===== src/flash_cmd_pkg.sv =====
package flash_cmd_pkg;
  // register byte offsets on the AHB-Lite slave
  localparam logic [7:0] REG_CMD   = 8'h00;
  localparam logic [7:0] REG_ADDR  = 8'h04;
  localparam logic [7:0] REG_DATA  = 8'h08;
  localparam logic [7:0] REG_LOCK  = 8'h0c;
  localparam logic [7:0] REG_FAULT = 8'h10;
  localparam logic [7:0] REG_STATE = 8'h14;

  // command codes on the flash data bus, low byte
  localparam logic [7:0] CMD_ERASE_SETUP = 8'h20;
  localparam logic [7:0] CMD_CONFIRM     = 8'hd0;
  localparam logic [7:0] CMD_SUSPEND     = 8'hb0;
  localparam logic [7:0] CMD_READ        = 8'hff;
  localparam logic [7:0] CMD_STATUS      = 8'h70;
  localparam logic [7:0] CMD_CLEAR       = 8'h50;
  localparam logic [7:0] CMD_PROG_SETUP  = 8'h40;
  localparam logic [7:0] CMD_PR_SETUP    = 8'hc0;

  // status word bit positions
  localparam int SB_READY   = 7;
  localparam int SB_SUSP    = 6;
  localparam int SB_ERASE   = 5;
  localparam int SB_PROG    = 4;
  localparam int SB_SUPPLY  = 3;
  localparam int SB_LOCKED  = 1;
  localparam logic [7:0] ERR_MASK = 8'h3a;

  // fault register fields
  localparam int FB_SUPPLY_LOW = 0;
  localparam int FB_ERASE_FAIL = 1;
  localparam int FB_PROG_FAIL  = 2;
  localparam logic [2:0] FAULT_RST = 3'h0;

  // flash address layout
  localparam int ADDR_W     = 23;
  localparam int SECTOR_LSB = 15;
  localparam int LOCK_W     = 16;
  localparam logic [15:0] LOCK_RST = 16'h0000;

  // one-time protection words, factory part is pre-locked
  localparam logic [ADDR_W-1:0] OTP_FIRST   = 23'h000081;
  localparam logic [ADDR_W-1:0] OTP_LAST    = 23'h000088;
  localparam logic [ADDR_W-1:0] OTP_FACTORY = 23'h000084;
  localparam int OTP_WORDS = 8;
  localparam logic [15:0] OTP_RST    = 16'hffff;
  localparam logic [15:0] ERASED_WORD = 16'hffff;

  // timing
  localparam int CLK_KHZ        = 20000;
  localparam int ERASE_TIME_MS  = 800;
  localparam int PROG_TIME_US   = 10;
  localparam int ERASE_CYCLES_DEF = ERASE_TIME_MS * CLK_KHZ;
  localparam int PROG_CYCLES_DEF  = (PROG_TIME_US * CLK_KHZ) / 1000;
  localparam int TIMER_W = 24;

  typedef enum logic [6:0] {
    ST_IDLE        = 7'b0000001,
    ST_ERS_SETUP   = 7'b0000010,
    ST_ERASING     = 7'b0000100,
    ST_SUSP        = 7'b0001000,
    ST_PR_SETUP    = 7'b0010000,
    ST_PROG_SETUP  = 7'b0100000,
    ST_PROGRAMMING = 7'b1000000
  } seq_state_t;
endpackage


===== src/op_timer.sv =====
`timescale 1ns/100ps
module op_timer #(
  parameter int W = 24
) (
  input  wire logic         hclk,
  input  wire logic         hresetn,
  input  wire logic         load,
  input  wire logic [W-1:0] load_val,
  input  wire logic         run,
  output logic              done
);
  logic [W-1:0] cnt_r;
  logic [W-1:0] cnt_nxt;

  always_comb begin
    cnt_nxt = cnt_r;
    if (load) begin
      cnt_nxt = load_val;
    end else if (run && cnt_r != '0) begin
      cnt_nxt = cnt_r - W'(1);
    end
  end

  // count freezes while run is low, which is how a suspend holds its place
  assign done = run && !load && cnt_r == W'(1);

  always_ff @(posedge hclk or negedge hresetn) begin
    if (!hresetn) begin
      cnt_r <= '0;
    end else begin
      cnt_r <= cnt_nxt;
    end
  end
endmodule


===== src/flash_cmd_status.sv =====
// Function
// - status word returned while busy, refreshed per read; ready bit 1 ready, 0 busy
// - command sequence error sets both program-fail and erase-fail bits
// - failed sector erase sets erase-fail bit alone
// - erase of a locked sector aborts and sets locked-abort bit
// - protection program outcome: supply 0,1,1; failure 0,0,1; locked 1,0,1
// - no erase starts while locked-abort or supply bit is still set
// - error bits stay until clear-status; nothing else clears them
// - while suspended, reads and programs to other sectors are served
`timescale 1ns/100ps
module flash_cmd_status
  import flash_cmd_pkg::*;
#(
  parameter int unsigned ERASE_CYCLES = flash_cmd_pkg::ERASE_CYCLES_DEF,
  parameter int unsigned PROG_CYCLES  = flash_cmd_pkg::PROG_CYCLES_DEF
) (
  input  wire logic        hclk,
  input  wire logic        hresetn,
  input  wire logic        hsel,
  input  wire logic [31:0] haddr,
  input  wire logic [1:0]  htrans,
  input  wire logic        hwrite,
  input  wire logic [2:0]  hsize,
  input  wire logic [31:0] hwdata,
  input  wire logic        hready,
  output logic             hreadyout,
  output logic             hresp,
  output logic [31:0]      hrdata
);
  import flash_cmd_pkg::*;

  // bus slave state
  logic                 wr_pend_r;
  logic                 wr_pend_nxt;
  logic [7:0]           wr_addr_r;
  logic [7:0]           wr_addr_nxt;
  logic [31:0]          rdata_r;
  logic [31:0]          rdata_nxt;
  logic [ADDR_W-1:0]    addr_r;
  logic [ADDR_W-1:0]    addr_nxt;
  logic [LOCK_W-1:0]    lock_r;
  logic [LOCK_W-1:0]    lock_nxt;
  logic [2:0]           fault_r;
  logic [2:0]           fault_nxt;

  // sequencer state
  seq_state_t           state_r;
  seq_state_t           state_nxt;
  logic [7:0]           flags_r;
  logic [7:0]           flags_nxt;
  logic                 mode_status_r;
  logic                 mode_status_nxt;
  logic                 erase_susp_r;
  logic                 erase_susp_nxt;
  logic [ADDR_W-1:SECTOR_LSB] sector_r;
  logic [ADDR_W-1:SECTOR_LSB] sector_nxt;
  logic [15:0]          otp_r [OTP_WORDS];
  logic [15:0]          otp_nxt [OTP_WORDS];

  logic                 addr_take;
  logic                 cmd_wr;
  logic [7:0]           code;
  logic [15:0]          word;
  logic                 same_sector;
  logic                 sector_locked;
  logic                 otp_in_range;
  logic                 otp_factory;
  logic [2:0]           otp_idx;
  logic [2:0]           rd_idx;
  logic [7:0]           status_word;
  logic [15:0]          array_word;
  logic                 ers_load;
  logic                 ers_done;
  logic                 prog_load;
  logic                 prog_done;
  logic [7:0]           err_set;
  logic [7:0]           err_clr;
  seq_state_t           ret_state;

  // zero wait states, always OKAY
  assign hreadyout = 1'b1;
  assign hresp     = 1'b0;
  assign hrdata    = rdata_r;

  assign addr_take = hsel && hready && htrans[1];
  assign cmd_wr    = wr_pend_r && wr_addr_r == REG_CMD;
  assign code      = hwdata[7:0];
  assign word      = hwdata[15:0];

  assign same_sector   = addr_r[ADDR_W-1:SECTOR_LSB] == sector_r;
  assign sector_locked = lock_r[addr_r[SECTOR_LSB+3:SECTOR_LSB]];
  assign otp_in_range  = addr_r >= OTP_FIRST && addr_r <= OTP_LAST;
  assign otp_factory   = addr_r <= OTP_FACTORY;
  assign otp_idx       = 3'(addr_r - OTP_FIRST);
  assign rd_idx        = otp_idx;
  assign ret_state     = erase_susp_r ? ST_SUSP : ST_IDLE;

  // live status; the read itself is the output-enable toggle that refreshes it
  always_comb begin
    status_word             = flags_r & ERR_MASK;
    status_word[SB_READY]   = !(state_r inside {ST_ERASING, ST_PROGRAMMING});
    status_word[SB_SUSP]    = erase_susp_r;
  end

  // array contents are not modelled beyond the protection words
  assign array_word = otp_in_range ? otp_r[rd_idx] : ERASED_WORD;

  always_comb begin
    wr_pend_nxt = 1'b0;
    wr_addr_nxt = wr_addr_r;
    rdata_nxt   = rdata_r;
    addr_nxt    = addr_r;
    lock_nxt    = lock_r;
    fault_nxt   = fault_r;
    if (addr_take) begin
      wr_pend_nxt = hwrite;
      wr_addr_nxt = haddr[7:0];
      if (!hwrite) begin
        unique case (haddr[7:0])
          REG_ADDR:  rdata_nxt = {9'h000, addr_r};
          REG_DATA:  rdata_nxt = mode_status_r ? {24'h000000, status_word}
                                               : {16'h0000, array_word};
          REG_LOCK:  rdata_nxt = {16'h0000, lock_r};
          REG_FAULT: rdata_nxt = {29'h00000000, fault_r};
          REG_STATE: rdata_nxt = {16'h0000, status_word, mode_status_r, state_r};
          default:   rdata_nxt = 32'h00000000;
        endcase
      end
    end
    if (wr_pend_r) begin
      unique case (wr_addr_r)
        REG_ADDR:  addr_nxt  = hwdata[ADDR_W-1:0];
        REG_LOCK:  lock_nxt  = hwdata[LOCK_W-1:0];
        REG_FAULT: fault_nxt = hwdata[2:0];
        default:   ;
      endcase
    end
  end

  always_ff @(posedge hclk or negedge hresetn) begin
    if (!hresetn) begin
      wr_pend_r <= 1'b0;
      wr_addr_r <= 8'h00;
      rdata_r   <= 32'h00000000;
      addr_r    <= '0;
      lock_r    <= LOCK_RST;
      fault_r   <= FAULT_RST;
    end else begin
      wr_pend_r <= wr_pend_nxt;
      wr_addr_r <= wr_addr_nxt;
      rdata_r   <= rdata_nxt;
      addr_r    <= addr_nxt;
      lock_r    <= lock_nxt;
      fault_r   <= fault_nxt;
    end
  end

  always_comb begin
    state_nxt       = state_r;
    mode_status_nxt = mode_status_r;
    erase_susp_nxt  = erase_susp_r;
    sector_nxt      = sector_r;
    otp_nxt         = otp_r;
    ers_load        = 1'b0;
    prog_load       = 1'b0;
    err_set         = 8'h00;
    err_clr         = 8'h00;
    unique case (state_r)
      ST_IDLE, ST_SUSP: begin
        if (cmd_wr) begin
          unique case (code)
            CMD_READ:   mode_status_nxt = 1'b0;
            CMD_STATUS: mode_status_nxt = 1'b1;
            CMD_CLEAR:  err_clr = ERR_MASK;
            CMD_ERASE_SETUP: begin
              // a second erase may not start inside a suspend
              if (state_r == ST_IDLE) begin
                state_nxt       = ST_ERS_SETUP;
                sector_nxt      = addr_r[ADDR_W-1:SECTOR_LSB];
                mode_status_nxt = 1'b1;
              end
            end
            CMD_PROG_SETUP: begin
              state_nxt       = ST_PROG_SETUP;
              mode_status_nxt = 1'b1;
            end
            CMD_PR_SETUP: begin
              if (state_r == ST_IDLE) begin
                state_nxt       = ST_PR_SETUP;
                mode_status_nxt = 1'b1;
              end
            end
            CMD_CONFIRM: begin
              if (state_r == ST_SUSP) begin
                state_nxt       = ST_ERASING;
                erase_susp_nxt  = 1'b0;
                mode_status_nxt = 1'b1;
              end
            end
            default: ;
          endcase
        end
      end
      ST_ERS_SETUP: begin
        if (cmd_wr) begin
          state_nxt = ST_IDLE;
          if (code != CMD_CONFIRM || !same_sector) begin
            err_set[SB_PROG]  = 1'b1;
            err_set[SB_ERASE] = 1'b1;
          end else if (flags_r[SB_LOCKED] || flags_r[SB_SUPPLY]) begin
            state_nxt = ST_IDLE;
          end else if (sector_locked) begin
            err_set[SB_LOCKED] = 1'b1;
          end else if (fault_r[FB_SUPPLY_LOW]) begin
            err_set[SB_SUPPLY] = 1'b1;
          end else begin
            state_nxt = ST_ERASING;
            ers_load  = 1'b1;
          end
        end
      end
      ST_ERASING: begin
        // completion beats a suspend arriving in the same cycle
        if (ers_done) begin
          state_nxt = ST_IDLE;
          err_set[SB_ERASE] = fault_r[FB_ERASE_FAIL];
        end else if (cmd_wr && code == CMD_SUSPEND) begin
          state_nxt       = ST_SUSP;
          erase_susp_nxt  = 1'b1;
          mode_status_nxt = 1'b1;
        end else if (cmd_wr && code == CMD_STATUS) begin
          mode_status_nxt = 1'b1;
        end
      end
      ST_PR_SETUP: begin
        if (cmd_wr) begin
          state_nxt = ST_IDLE;
          if (!otp_in_range) begin
            err_set[SB_PROG] = 1'b1;
          end else if (otp_factory) begin
            err_set[SB_LOCKED] = 1'b1;
            err_set[SB_PROG]   = 1'b1;
          end else if (fault_r[FB_SUPPLY_LOW]) begin
            err_set[SB_SUPPLY] = 1'b1;
            err_set[SB_PROG]   = 1'b1;
          end else begin
            state_nxt        = ST_PROGRAMMING;
            prog_load        = 1'b1;
            otp_nxt[otp_idx] = otp_r[otp_idx] & word;
          end
        end
      end
      ST_PROG_SETUP: begin
        if (cmd_wr) begin
          state_nxt = ret_state;
          if (erase_susp_r && same_sector) begin
            err_set[SB_PROG] = 1'b1;
          end else if (sector_locked) begin
            err_set[SB_LOCKED] = 1'b1;
            err_set[SB_PROG]   = 1'b1;
          end else if (fault_r[FB_SUPPLY_LOW]) begin
            err_set[SB_SUPPLY] = 1'b1;
            err_set[SB_PROG]   = 1'b1;
          end else begin
            state_nxt = ST_PROGRAMMING;
            prog_load = 1'b1;
          end
        end
      end
      ST_PROGRAMMING: begin
        if (prog_done) begin
          state_nxt = ret_state;
          err_set[SB_PROG] = fault_r[FB_PROG_FAIL];
        end else if (cmd_wr && code == CMD_STATUS) begin
          mode_status_nxt = 1'b1;
        end
      end
    endcase
    // a hardware set wins over a clear in the same cycle
    flags_nxt = (flags_r & ~err_clr) | err_set;
  end

  always_ff @(posedge hclk or negedge hresetn) begin
    if (!hresetn) begin
      state_r       <= ST_IDLE;
      flags_r       <= 8'h00;
      mode_status_r <= 1'b0;
      erase_susp_r  <= 1'b0;
      sector_r      <= '0;
      for (int i = 0; i < OTP_WORDS; i++) begin
        otp_r[i] <= OTP_RST;
      end
    end else begin
      state_r       <= state_nxt;
      flags_r       <= flags_nxt;
      mode_status_r <= mode_status_nxt;
      erase_susp_r  <= erase_susp_nxt;
      sector_r      <= sector_nxt;
      otp_r         <= otp_nxt;
    end
  end

  // separate timers so a program inside a suspend keeps the erase's place
  op_timer #(
    .W        (TIMER_W)
  ) u_erase_timer (
    .hclk     (hclk),
    .hresetn  (hresetn),
    .load     (ers_load),
    .load_val (TIMER_W'(ERASE_CYCLES)),
    .run      (state_r == ST_ERASING),
    .done     (ers_done)
  );

  op_timer #(
    .W        (TIMER_W)
  ) u_prog_timer (
    .hclk     (hclk),
    .hresetn  (hresetn),
    .load     (prog_load),
    .load_val (TIMER_W'(PROG_CYCLES)),
    .run      (state_r == ST_PROGRAMMING),
    .done     (prog_done)
  );
endmodule


===== config.mk =====
export PLATFORM = sky130hd
export DESIGN_NAME = flash_cmd_status
export DESIGN_NICKNAME = d
export VERILOG_FILES = /design/src/flash_cmd_pkg.sv /design/src/op_timer.sv /design/src/flash_cmd_status.sv
export SDC_FILE = /design/constraint.sdc
export NUM_CORES = 1
export LEC_CHECK = 0
export ABC_AREA = 1
export BUFFER_PORTS_ARGS = -buffer_cell sky130_fd_sc_hd__buf_4
export CAP_MARGIN = 25
export CORE_MARGIN = 2
export CORE_UTILIZATION = 55
export DETAILED_ROUTE_END_ITERATION = 16
export PLACE_DENSITY = 0.8
export SLEW_MARGIN = 20
export SYNTH_ARGS = -nofsm -noshare
export SYNTH_HDL_FRONTEND = slang
export SYNTH_SLANG_ARGS = --single-unit

===== constraint.sdc =====
create_clock -name hclk -period 3.4 [get_ports hclk]
set_clock_uncertainty 0.2 [all_clocks]
set_input_delay 1.02 -clock hclk [delete_from_list [all_inputs] [get_ports hclk]]
set_output_delay 1.02 -clock hclk [all_outputs]
set_load 0.05 [all_outputs]

# After elaboration in Yosys (flattened, before gate mapping)
# Cells that the tools add are included.
# Widths: inputs -> output; s select.
totals:
  in_bits: 74
  wordCells: 223
  regBits: 284
op_classes:
  n_bitwise: 8
  magnitude_cmp: 6
  add_sub_neg: 3
  n_eq_ne: 44
  mux: 101
  n_reduce_logical: 40
ops:
  columns: ["operator", "count"]
  rows:
  - ["$bwmux 128", 1]
  - ["$pmux 23 s5", 1]
  - ["$mux 7", 16]
  - ["$mux 24", 4]
  - ["$mux 16", 5]
  - ["$bmux 16 s3", 1]
  - ["$demux 16 s3", 1]
  - ["$eq 24x1->1 const B", 2]
  - ["$mux 1", 48]
  - ["$reduce_bool 24->1", 2]
  - ["$sub 24x1->24 const B", 2]
  - ["$le 23x8->1 const B", 2]
  - ["$pmux 7 s6", 1]
  - ["$eq 8x8->1 const B", 4]
  - ["$pmux 7 s4", 1]
  - ["$eq 8x4->1 const B", 3]
  - ["$eq 8x5->1 const B", 3]
  - ["$eq 8x7->1 const B", 3]
  - ["$ge 23x8->1 const B", 1]
  - ["$mux 6", 3]
  - ["$ne 2x2->1 const B", 9]
  - ["$and 16x16->16", 1]
  - ["$eq 8x3->1 const B", 2]
  - ["$mux 3", 5]
  - ["42 further kinds", 81]

# Longest topological paths before layout
# Gate-level depths: netlist of the first run.
depth:
  word_depth: 13
  ltp_mapped: 18
  mapped_depth_nobuf: 14

# Hierarchy
# Synthesis of the first run repeated with hierarchy kept, for this count alone.
hier_totals:
  cells_unflattened: 2194
  area_unflattened_um2: 16180.5
by_module_without_submodules:
  columns: ["mod", "area_each_um2", "seq_area_each_um2", "instances", "cells_per_inst"]
  rows:
  - ["flash_cmd_status", 12157.9, 5741.8, 1, 1605]
  - ["op_timer (u_erase_timer)", 2025.7, 600.6, 1, 294]
  - ["op_timer (u_prog_timer)", 1996.9, 600.6, 1, 295]

# Worst setup path before layout of the first run
# OpenSTA, ideal clock, no wires.
synth_path:
  path_type: "register to register"
  startpoint: "reg addr_r[0]"
  endpoint: "reg otp_r[1] (netlist name)"
  slack_ns: 0.467
  path_stages_with_launch: 15
  setup_ns: 0.089
  synth_period_minus_slack_ns: 2.933
  required_time_ns: 3.111
  n_path_buf: 6
  arrival_time_ns: 2.645
  path_cell_list: "dfrtp_1 > buf_2 > inv_1 > buf_2 > buf_1 > ha_1 > buf_2 > inv_1 > clkbuf_1 > nand2_1 > nor2_1 > nand3_1 > clkbuf_1 > nand2_1 > o21ai_0"
synth_via:
  elab_chain_cells: 7
  word_cells_on_any_way: 18
  cone_classes: "add/sub: 1; order compare: 5; mux: 6; bitwise: 3; reduce/logical: 3"
synth_rtl:
  columns: ["element", "line", "rtl"]
  rows:
  - ["start: declaration", "flash_cmd_status.sv:39", "logic [ADDR_W-1:0] addr_r;"]
  - ["start signal: assignment", "flash_cmd_status.sv:152", "addr_r <= addr_nxt;"]
  - ["$sub 3x1->3", "flash_cmd_status.sv:94", "assign otp_idx = 3'(addr_r - OTP_FIRST);"]
  - ["$not 3->4 (not written as such)", "flash_cmd_status.sv:249", "otp_nxt[otp_idx] = otp_r[otp_idx] & word;"]
  - ["$ge 4x4->1 (not written as such) (tied with other cells)", "flash_cmd_status.sv:249", null]
  - ["$logic_and 1x1->1 (not written as such) or $mux 16 (tied branches)", "flash_cmd_status.sv:249", null]
  - ["$mux 16 (not written as such)", "flash_cmd_status.sv:249", null]
  - ["$demux 16 s3 or $and 16x16->16 (tied branches)", "flash_cmd_status.sv:249", null]
  - ["$bwmux 128", "flash_cmd_status.sv:249", null]
  - ["end signal: assignment", "flash_cmd_status.sv:299", "otp_r <= otp_nxt;"]
  - ["end: declaration", "flash_cmd_status.sv:57", "logic [15:0] otp_r [OTP_WORDS];"]
# Several ways; a longest one is shown, not always the timed one. The select of a mux whose other input is x is not followed.
# A chain may end at the register's enable or synchronous reset.

# Final worst setup path of the first run
layout_path:
  startpoint: "reg addr_r[0]"
  endpoint: "reg rdata_r[4], in the netlist hrdata[4]"
layout_via:
  elab_chain_cells: 8
  word_cells_on_any_way: 11
  cone_classes: "add/sub: 1; order compare: 2; mux: 6; bitwise: 1; reduce/logical: 1"
layout_rtl:
  columns: ["element", "line", "rtl"]
  rows:
  - ["$sub 3x1->3", "flash_cmd_status.sv:94", null]
  - ["$not 3->4 (not written as such)", "flash_cmd_status.sv:106", "assign array_word = otp_in_range ? otp_r[rd_idx] : ERASED_WORD;"]
  - ["$bmux 16 s3", "flash_cmd_status.sv:106", null]
  - ["$mux 16 (not written as such) (2 in series)", "flash_cmd_status.sv:106", null]
  - ["$mux 16 *", "flash_cmd_status.sv:106", null]
  - ["$mux 16 *", "flash_cmd_status.sv:121", "REG_DATA: rdata_nxt = mode_status_r ? {24'h000000, status_word}"]
  - ["$pmux 23 s5 *", "flash_cmd_status.sv:119", "unique case (haddr[7:0])"]
  - ["end signal: assignment", "flash_cmd_status.sv:151", "rdata_r <= rdata_nxt;"]
  - ["end: declaration", "flash_cmd_status.sv:37", "logic [31:0] rdata_r;"]
# Every way passes the cells marked *; elsewhere a longest branch is shown, timed or not. The select of a mux whose other input is x is not followed.

==> results of run 1 <==
per-layer routing:
layer	global-route usage (%)	part of all wire (%)
met1	39.1	42
met2	45.6	46
met3	5.10	8.2
met4	10.3	3.6
met5	0	0
through the flow:
step	utilization, %	cells	hold WS, ns	setup WS, ns
floorplan	-	2019	0.243	0.467
global placement	58.9	2378	0.248	0.437
detailed placement	58.9	2378	0.252	0.372
CTS	62.5	2433	0.255	0.635
global route	62.5	2433	0.267	0.358
finish	62.5	2433	0.231	0.560
worst max-delay path by stage:
| stage | to | slack, ns | from |
|---|---|---|---|
| 2_1_floorplan | otp_r[1] | 0.47 | addr_r[0] |
| 3_3_place_gp | u_erase_timer.cnt_r[2] | 0.44 | hwdata[0] |
| 3_5_place_dp | u_erase_timer.cnt_r[11] | 0.37 | hwdata[0] |
| 4_1_cts | hrdata[0] | 0.63 | addr_r[0] |
| 5_1_grt | u_erase_timer.cnt_r[20] | 0.36 | addr_r[15] |
| 6_report | hrdata[4] | 0.56 | addr_r[0] |
cells by family (layout without fill, tap and decap cells):
group | after synthesis | after routing
mux | 18 | 18
other cells | 2 | 11
flops | 271 | 271
simple gates | 1129 | 1129
compound gates | 282 | 282
buf+inv | 259 | 332
xor+xnor | 42 | 42
fa+ha+maj | 7 | 7
sequential cells by signal (all words and copies together), names as in the netlist:
register,count
sector_r,8
otp_r,128
state_r,7
flags_r,4
lock_r,16
addr_r,23
mode_status_r,1
fault_r,3
u_erase_timer.cnt_r,24
wr_addr_r,8
u_prog_timer.cnt_r,24
hrdata,23
wr_pend_r,1
erase_susp_r,1
area by class of cell:
type                       instances  area, sq um  area share, %
clock buffer                      44          863           5.14
clock inverter                    11          108          0.641
inverter                         175          657           3.91
multi-input combinational       1489         6980           41.6
sequential                       271         6940           41.4
tap                              341          427           2.54
timing repair buffer             102          811           4.83
placed cells by master (no fill, tap or decap), drive strengths merged, types with 16 or more instances in the layout:
cell and count:
nand4 28, nand3b 16, dfstp 129, xor2 30, nand3 112, dfrtp 142, o21ai 177, nor3 23
buf 102, clkbuf 44, nor2 181, inv 174, nand2 748, a21oi 71
synth_stat cells (all sizes together):
cell      n  area, sq um
nand2   748         2820
nor2    181          811
o21ai   177          886
inv     173          649
dfrtp   142         3550
dfstp   129         3390
nand3   112          578
a21oi    71          355
clkbuf   46          173
buf      38          262
xor2     30          263
nand4    28          188
nor3     23          125
nand3b   16          120
nor4     14          121
o22ai    12         75.1
xnor2    12          105
mux2i    10          100
mux2      8         90.1
ha        7         87.6
o31ai     7         52.6
or2       6         37.5
o211ai    4         30.0
a211oi    2         15.0
a221oi    2         17.5
clkinv    2         7.51
conb      2         7.51
a21o      1         7.51
a22oi     1         7.51
a31o      1         8.76
a31oi     1         6.26
and3      1         6.26
o21a      1         7.51
o21bai    1         7.51
o221ai    1         8.76
power groups by stage:
stage | logic (mW) | clock network (mW) | registers, mW
after floorplan | 1.10 | 0 | 3.48
after global placement | 1.59 | 0 | 3.52
after detailed placement | 1.61 | 0 | 3.52
after CTS | 1.63 | 3.21 | 3.47
after global routing | 1.84 | 3.33 | 3.49
final | 1.67 | 3.17 | 3.48
==> results.md, run 1 <==
* Worst reg-to-reg path cell count at 14
* Worst vdd ir at between 0.4 and 0.5 mV
* Dpl cell area at 15800 sq um
* Critical Path End Type: register
* Wirelength per Cell at 16.5 microns
* Synth Register Bits at 271
* TNS Setup at 0 ns
* Ant diodes at 0
* Remaining Overflow, GRT at 0
* CP arrival at 3.09 ns
* Max-Slew Margin vs Limit at between 40% and 50%
* Combinational share of power at about a fifth
* Post-Synthesis Cells at around 2k
* Tmin final at 2.84 ns
* Detailed Routing Iterations Pass 1 at 6
* Clock Latency Late Sink at 0.57 ns
* Fraction of the mapped netlist area in adder cells at 0.585%
* Core region area at 26900 sq um
* Design area at 16800 sq um
* Post-Route WL at 40200 microns
* Family with the most delay on the worst path: simple AND/OR/NAND/NOR gates
* Crit path launch type: register
* RSZ-0062 raised after global routing: false
* # IOs at 108
* Final antenna-violating net count at 0
* Peak Freq at ~350 MHz
* Min-delay worst type: input port to asynchronous set/reset pin
* Layout cells sized above 1 at between 10% and 20%
* Sequential Power Share at 41.8%
* Rows at 60
* Clk slew on worst S/H paths at 0.06 ns
* Sequential fraction of the synthesis area at 46.3%
* Layout Nets at between 2k and 2.5k
* Final Wtd Congestion at slightly below 1
* Synth Area in Simple Gates at 32.1%
* Buffers & Inverters on Critical Path at 3
* Die H at 169 microns
* PD cells at around 500 nW/um^2
* Gr usage total at between 20% and 30%
* Critical Path Fanout Max at 15
* Post-Syn Area per Cell at 7.45 sq um
* Setup bufs post-CTS at 0
* CTS resizes at 0
* Clock power share at approximately two fifths
* Largest stage delay on the critical path at 0.43 ns
* DRC violations left at 0
* Cts bufs inserted at 30
* Status: completed
* Leakage at ~9.1 nW
* Via density at between 5 and 6
* Worst r2r dst: hrdata[4]
* CTS tree: done
* Final setup viols at 0
* 1st-iter DRT viols at approximately 1.3k
* Initial antenna violation count at 0
* Global-route wire length before repair at about 66000 microns
* Final hold vios at 0
* Die width at between 150 and 200 microns
* Sw frac at approximately a third
* Worst slew pin tran at around 0.84 ns
* HPWL after detailed placement at 27300 microns
* Area Growth Syn to Fin at 12.1%
* Max H-tree Level at 1
* Initial core utilization at between 50% and 60%
* Post-synthesis compound-gate area fraction at around 10%
* Synth unique cells at 53
* Largest net degree at the start of global routing at slightly below 80
* Crit path cell chain: inv_1, ha_1, or2_2, nand2_1, inv_1, buf_4, nand2_1, nor2_1, nand2_1, nand4_1, o21ai_0, nand2_1, nand2_1, nand2_1
* Cell Area, Synth at between 10000 and 15000 sq um
* Critical path's slowest cell: dfrtp_2
* # hold bufs at CTS at 0
* P_int at ~5.6 mW
* Vias in the first global route at about 13k
* Clock sinks at ~270
* Tcrit/Tclk final at 83.5%
* Stages on the worst setup path at 14
* Root buf cell: clkbuf_16
* Power, Total at 8.31 mW
* CTS max path bufs at 3
* Synthesis Warnings at 0
* Die area at approximately 29000 sq um
* Kind of critical path: register to register
* Flop-to-flop setup slack at 0.56 ns
* PortBufs at 59
* Net Switching at approximately 2.7 mW
* Filler instances at 2360
* Mux cell area share after synthesis at between 1 and 1.5%
* Slew Viols, Final at 0
* Most used cell, CP: nand2_1
* RR Startpoint: addr_r[0]
* Xor and xnor fraction of the mapped netlist area at approximately 2.5%
* Via count at 13.7k
* Max Cap Violations at 0
* Main combinational cell family by area after synthesis: simple AND/OR/NAND/NOR gates
* Req. time, crit path at roughly 3.7 ns
No activity file was read; power rests on OpenSTA's default activity.
==> run 2, diff against run 1 <==
==> constraint.sdc (replaced) <==
create_clock -name hclk -period 2.8 [get_ports hclk]
set_clock_uncertainty 0.2 [all_clocks]
set_input_delay 0.84 -clock hclk [delete_from_list [all_inputs] [get_ports hclk]]
set_output_delay 0.84 -clock hclk [all_outputs]
set_load 0.05 [all_outputs]
==> run 2 against run 1 <==
Against the previous run: clock-buffer cell count rose by 1; final area rose by 2.2%; flip-flop and latch count unchanged; wire length up 2.2%; total power up 21%; worst hold slack got worse by 0.20 ns; sequential power increased by 21%; non-clock buffer count up 38; combinational power up 25%; utilization grew 1.4 points; sequential share of layout area shrank 0.91 points; critical path type unchanged; largest power group unchanged.
==> results.md, run 2 (synthesis results as in run 1) <==
* Status: completed (unchanged)
* Initial antenna violation count at 2 (was 0)
* Critical Path Fanout Max at 33 (was 15)
* Most common cell after layout, fill and taps aside: nand2_1 (unchanged)
* Rows at 60 (unchanged)
* DRC violations left at 0 (unchanged)
* Final hold vios at 0 (unchanged)
* Layout Nets at 2188 (was 2150)
* Power, Total at 10.1 mW (was 8.31 mW)
* HPWL after detailed placement at 28600 microns (was 27300 microns)
* RR Startpoint: addr_r[0] (unchanged)
* Core region area at 26900 sq um (unchanged)
* CP arrival at 2.91 ns (was 3.09 ns)
* Min-delay worst type: input port to asynchronous set/reset pin (unchanged)
* Die H at 169 microns (unchanged)
* Worst setup margin at 0.130 ns (was 0.560 ns)
* Largest registers: otp_r (128), u_erase_timer.cnt_r (24), u_prog_timer.cnt_r (24) (unchanged)
* Dpl cell area at 16200 sq um (was 15800 sq um)
* Setup bufs post-CTS at 0 (unchanged)
* Global-route wire length before repair at 67100 microns (was 66100 microns)
* Most frequent cells in the layout: nand2_1 (744), nor2_1 (167), inv_1 (163) (was nand2_1 (745), nor2_1 (168), inv_1 (163))
* Critical path's slowest cell: dfrtp_2 (unchanged)
* Leakage at 9.34 nW (was 9.12 nW)
* Tcrit/Tclk final at 95.4% (was 83.5%)
* Clock Latency Late Sink at 0.57 ns (about the same)
* Remaining Overflow, GRT at 0 (unchanged)
* Die area at 28600 sq um (unchanged)
* CTS max path bufs at 3 (unchanged)
* Most used cell, CP: nand2_1 (unchanged)
* Peak Freq at 375 MHz (was 352 MHz)
* Clk slew on worst S/H paths at 0.06 ns (about the same)
* Tmin final at 2.67 ns (was 2.84 ns)
* Largest net degree at the start of global routing at 65 (was 77)
* Final setup viols at 0 (unchanged)
* Cts bufs inserted at 30 (unchanged)
* 1st-iter DRT viols at 1274 (was 1281)
* Filler instances at 2289 (was 2360)
* Max reg flops at 128 (unchanged)
* RSZ-0062 raised after global routing: false (unchanged)
* Top reg by flops: otp_r (unchanged)
* CTS tree: done (unchanged)
* Crit path launch type: register (unchanged)
* Slew Viols, Final at 0 (unchanged)
* Dpl cells at 2416 (was 2378)
* Layout cells sized above 1 at 17.2% (was 15.7%)
* PortBufs at 59 (unchanged)
* Worst slew pin tran at 0.584 ns (was 0.841 ns)
* Worst r2r dst: hrdata[3] (was hrdata[4])
* Design area at 17200 sq um (was 16800 sq um)
* Req. time, crit path at 3.04 ns (was 3.65 ns)
* Final Wtd Congestion at 0.960 (was 0.977)
* Largest stage delay on the critical path at 0.41 ns (was 0.43 ns)
* Place WS at 0.0829 ns (was 0.372 ns)
* Gr usage total at 29.1% (was 28.5%)
* PD cells at 587 nW/um^2 (was 495 nW/um^2)
* Final antenna-violating net count at 0 (unchanged)
* Worst vdd ir at 0.504 mV (was 0.421 mV)
* Max-Slew Margin vs Limit at 60.7% (was 43.9%)
* Final Non-Filler Cells at 2469 (was 2433)
* Final Util at 63.9% (was 62.5%)
* Ant diodes at 0 (unchanged)
* Critical Path End Type: register (unchanged)
* Crit path cell chain: inv_1, ha_1, buf_4, a21oi_1, o21ai_0, nand2_1, o21ai_0, nand2_1, nand2_1, nand2_1 (was inv_1, ha_1, or2_2, nand2_1, inv_1, buf_4, nand2_1, nor2_1, nand2_1, nand4_1, o21ai_0, nand2_1, nand2_1, nand2_1)
* Flop-to-flop setup slack at 0.13 ns (was 0.56 ns)
* Detailed Routing Iterations Pass 1 at 6 (unchanged)
* Post-Route WL at 41100 microns (was 40200 microns)
* Area Growth Syn to Fin at 14.6% (was 12.1%)
* Root buf cell: clkbuf_16 (unchanged)
* Worst reg-to-reg path cell count at 10 (was 14)
* Via count at 13.7k (about the same)
* Wirelength per Cell at 16.6 microns (was 16.5 microns)
* TNS Setup at 0 ns (unchanged)
* Max Cap Violations at 0 (unchanged)
* Vias in the first global route at 13.5k (was 13.1k)
* Clock sinks at 271 (unchanged)
* Die width at 169 microns (unchanged)
* Kind of critical path: register to register (unchanged)
* # IOs at 108 (unchanged)
* Initial core utilization at 55.7% (unchanged)
* Min Hold Slack at 0.0324 ns (was 0.231 ns)
* Via density at 5.55 (was 5.63)
* Max H-tree Level at 1 (unchanged)
-- run 2: changes by cell type in the layout (fill, tap and decap cells not counted), moves of 2 or more --
cell        delta
buf_6          +2
buf_4         +28
buf_12         +8
clkinv_2       +2
clkinvlp_4     -2
clkinv_4       -2
-- run 2: routing by layer --
layer	track usage [%]	vias to the layer above	part of all wire [%]
li1	-	6605	-
met1	37.8	6452	41
met2	48.7	544	47
met3	5.28	108	7.8
met4	11.3	4	3.4
met5	0	-	0.066
-- run 2: cell type report --
class / count / area (sq um) / area share (%)
clock buffers: 45 / 867 / 5.05
clock inverters: 8 / 76.3 / 0.445
inverters: 175 / 657 / 3.83
multi-input cells: 1489 / 6990 / 40.7
flip-flops and latches: 271 / 6940 / 40.5
well taps: 341 / 427 / 2.49
repair buffers: 140 / 1200 / 7.01
-- run 2: power breakdown --
part | switching, mW | internal, mW | leakage (nW)
Combinational | 1.49 | 0.589 | 5.83
Clock | 1.58 | 2.21 | 0.468
Sequential | 0.142 | 4.06 | 3.04
-- run 2: worst max path at each step --
stage / startpoint / to / slack [ns] / depth (start not counted)
floorplan: addr_r[0] / otp_r[1] / 0.009 / 14
global placement: haddr[6] / hrdata[13] / 0.16 / 10
detailed placement: hwdata[0] / u_erase_timer.cnt_r[18] / 0.08 / 11
CTS: addr_r[0] / otp_r[11] / 0.08 / 10
global route: addr_r[0] / hrdata[6] / 0.005 / 13
finish: addr_r[0] / hrdata[3] / 0.13 / 10
-- run 2: repair_timing --
action / 4_1_cts / 5_1_grt
setup endpoints to repair: 0 / 26
gates resized for setup: 0 / 6
hold buffers: 0 / 0
-- run 2: worst max-delay path: cells and delay by family (launching register included) --
kind / cells / cell delay (ns)
AO/OA/AOI/OAI: 3 / 0.57
adder cells (fa/ha/maj): 1 / 0.32
flip-flops: 1 / 0.41
AND/OR/NAND/NOR: 4 / 0.53
buffers and inverters: 2 / 0.50
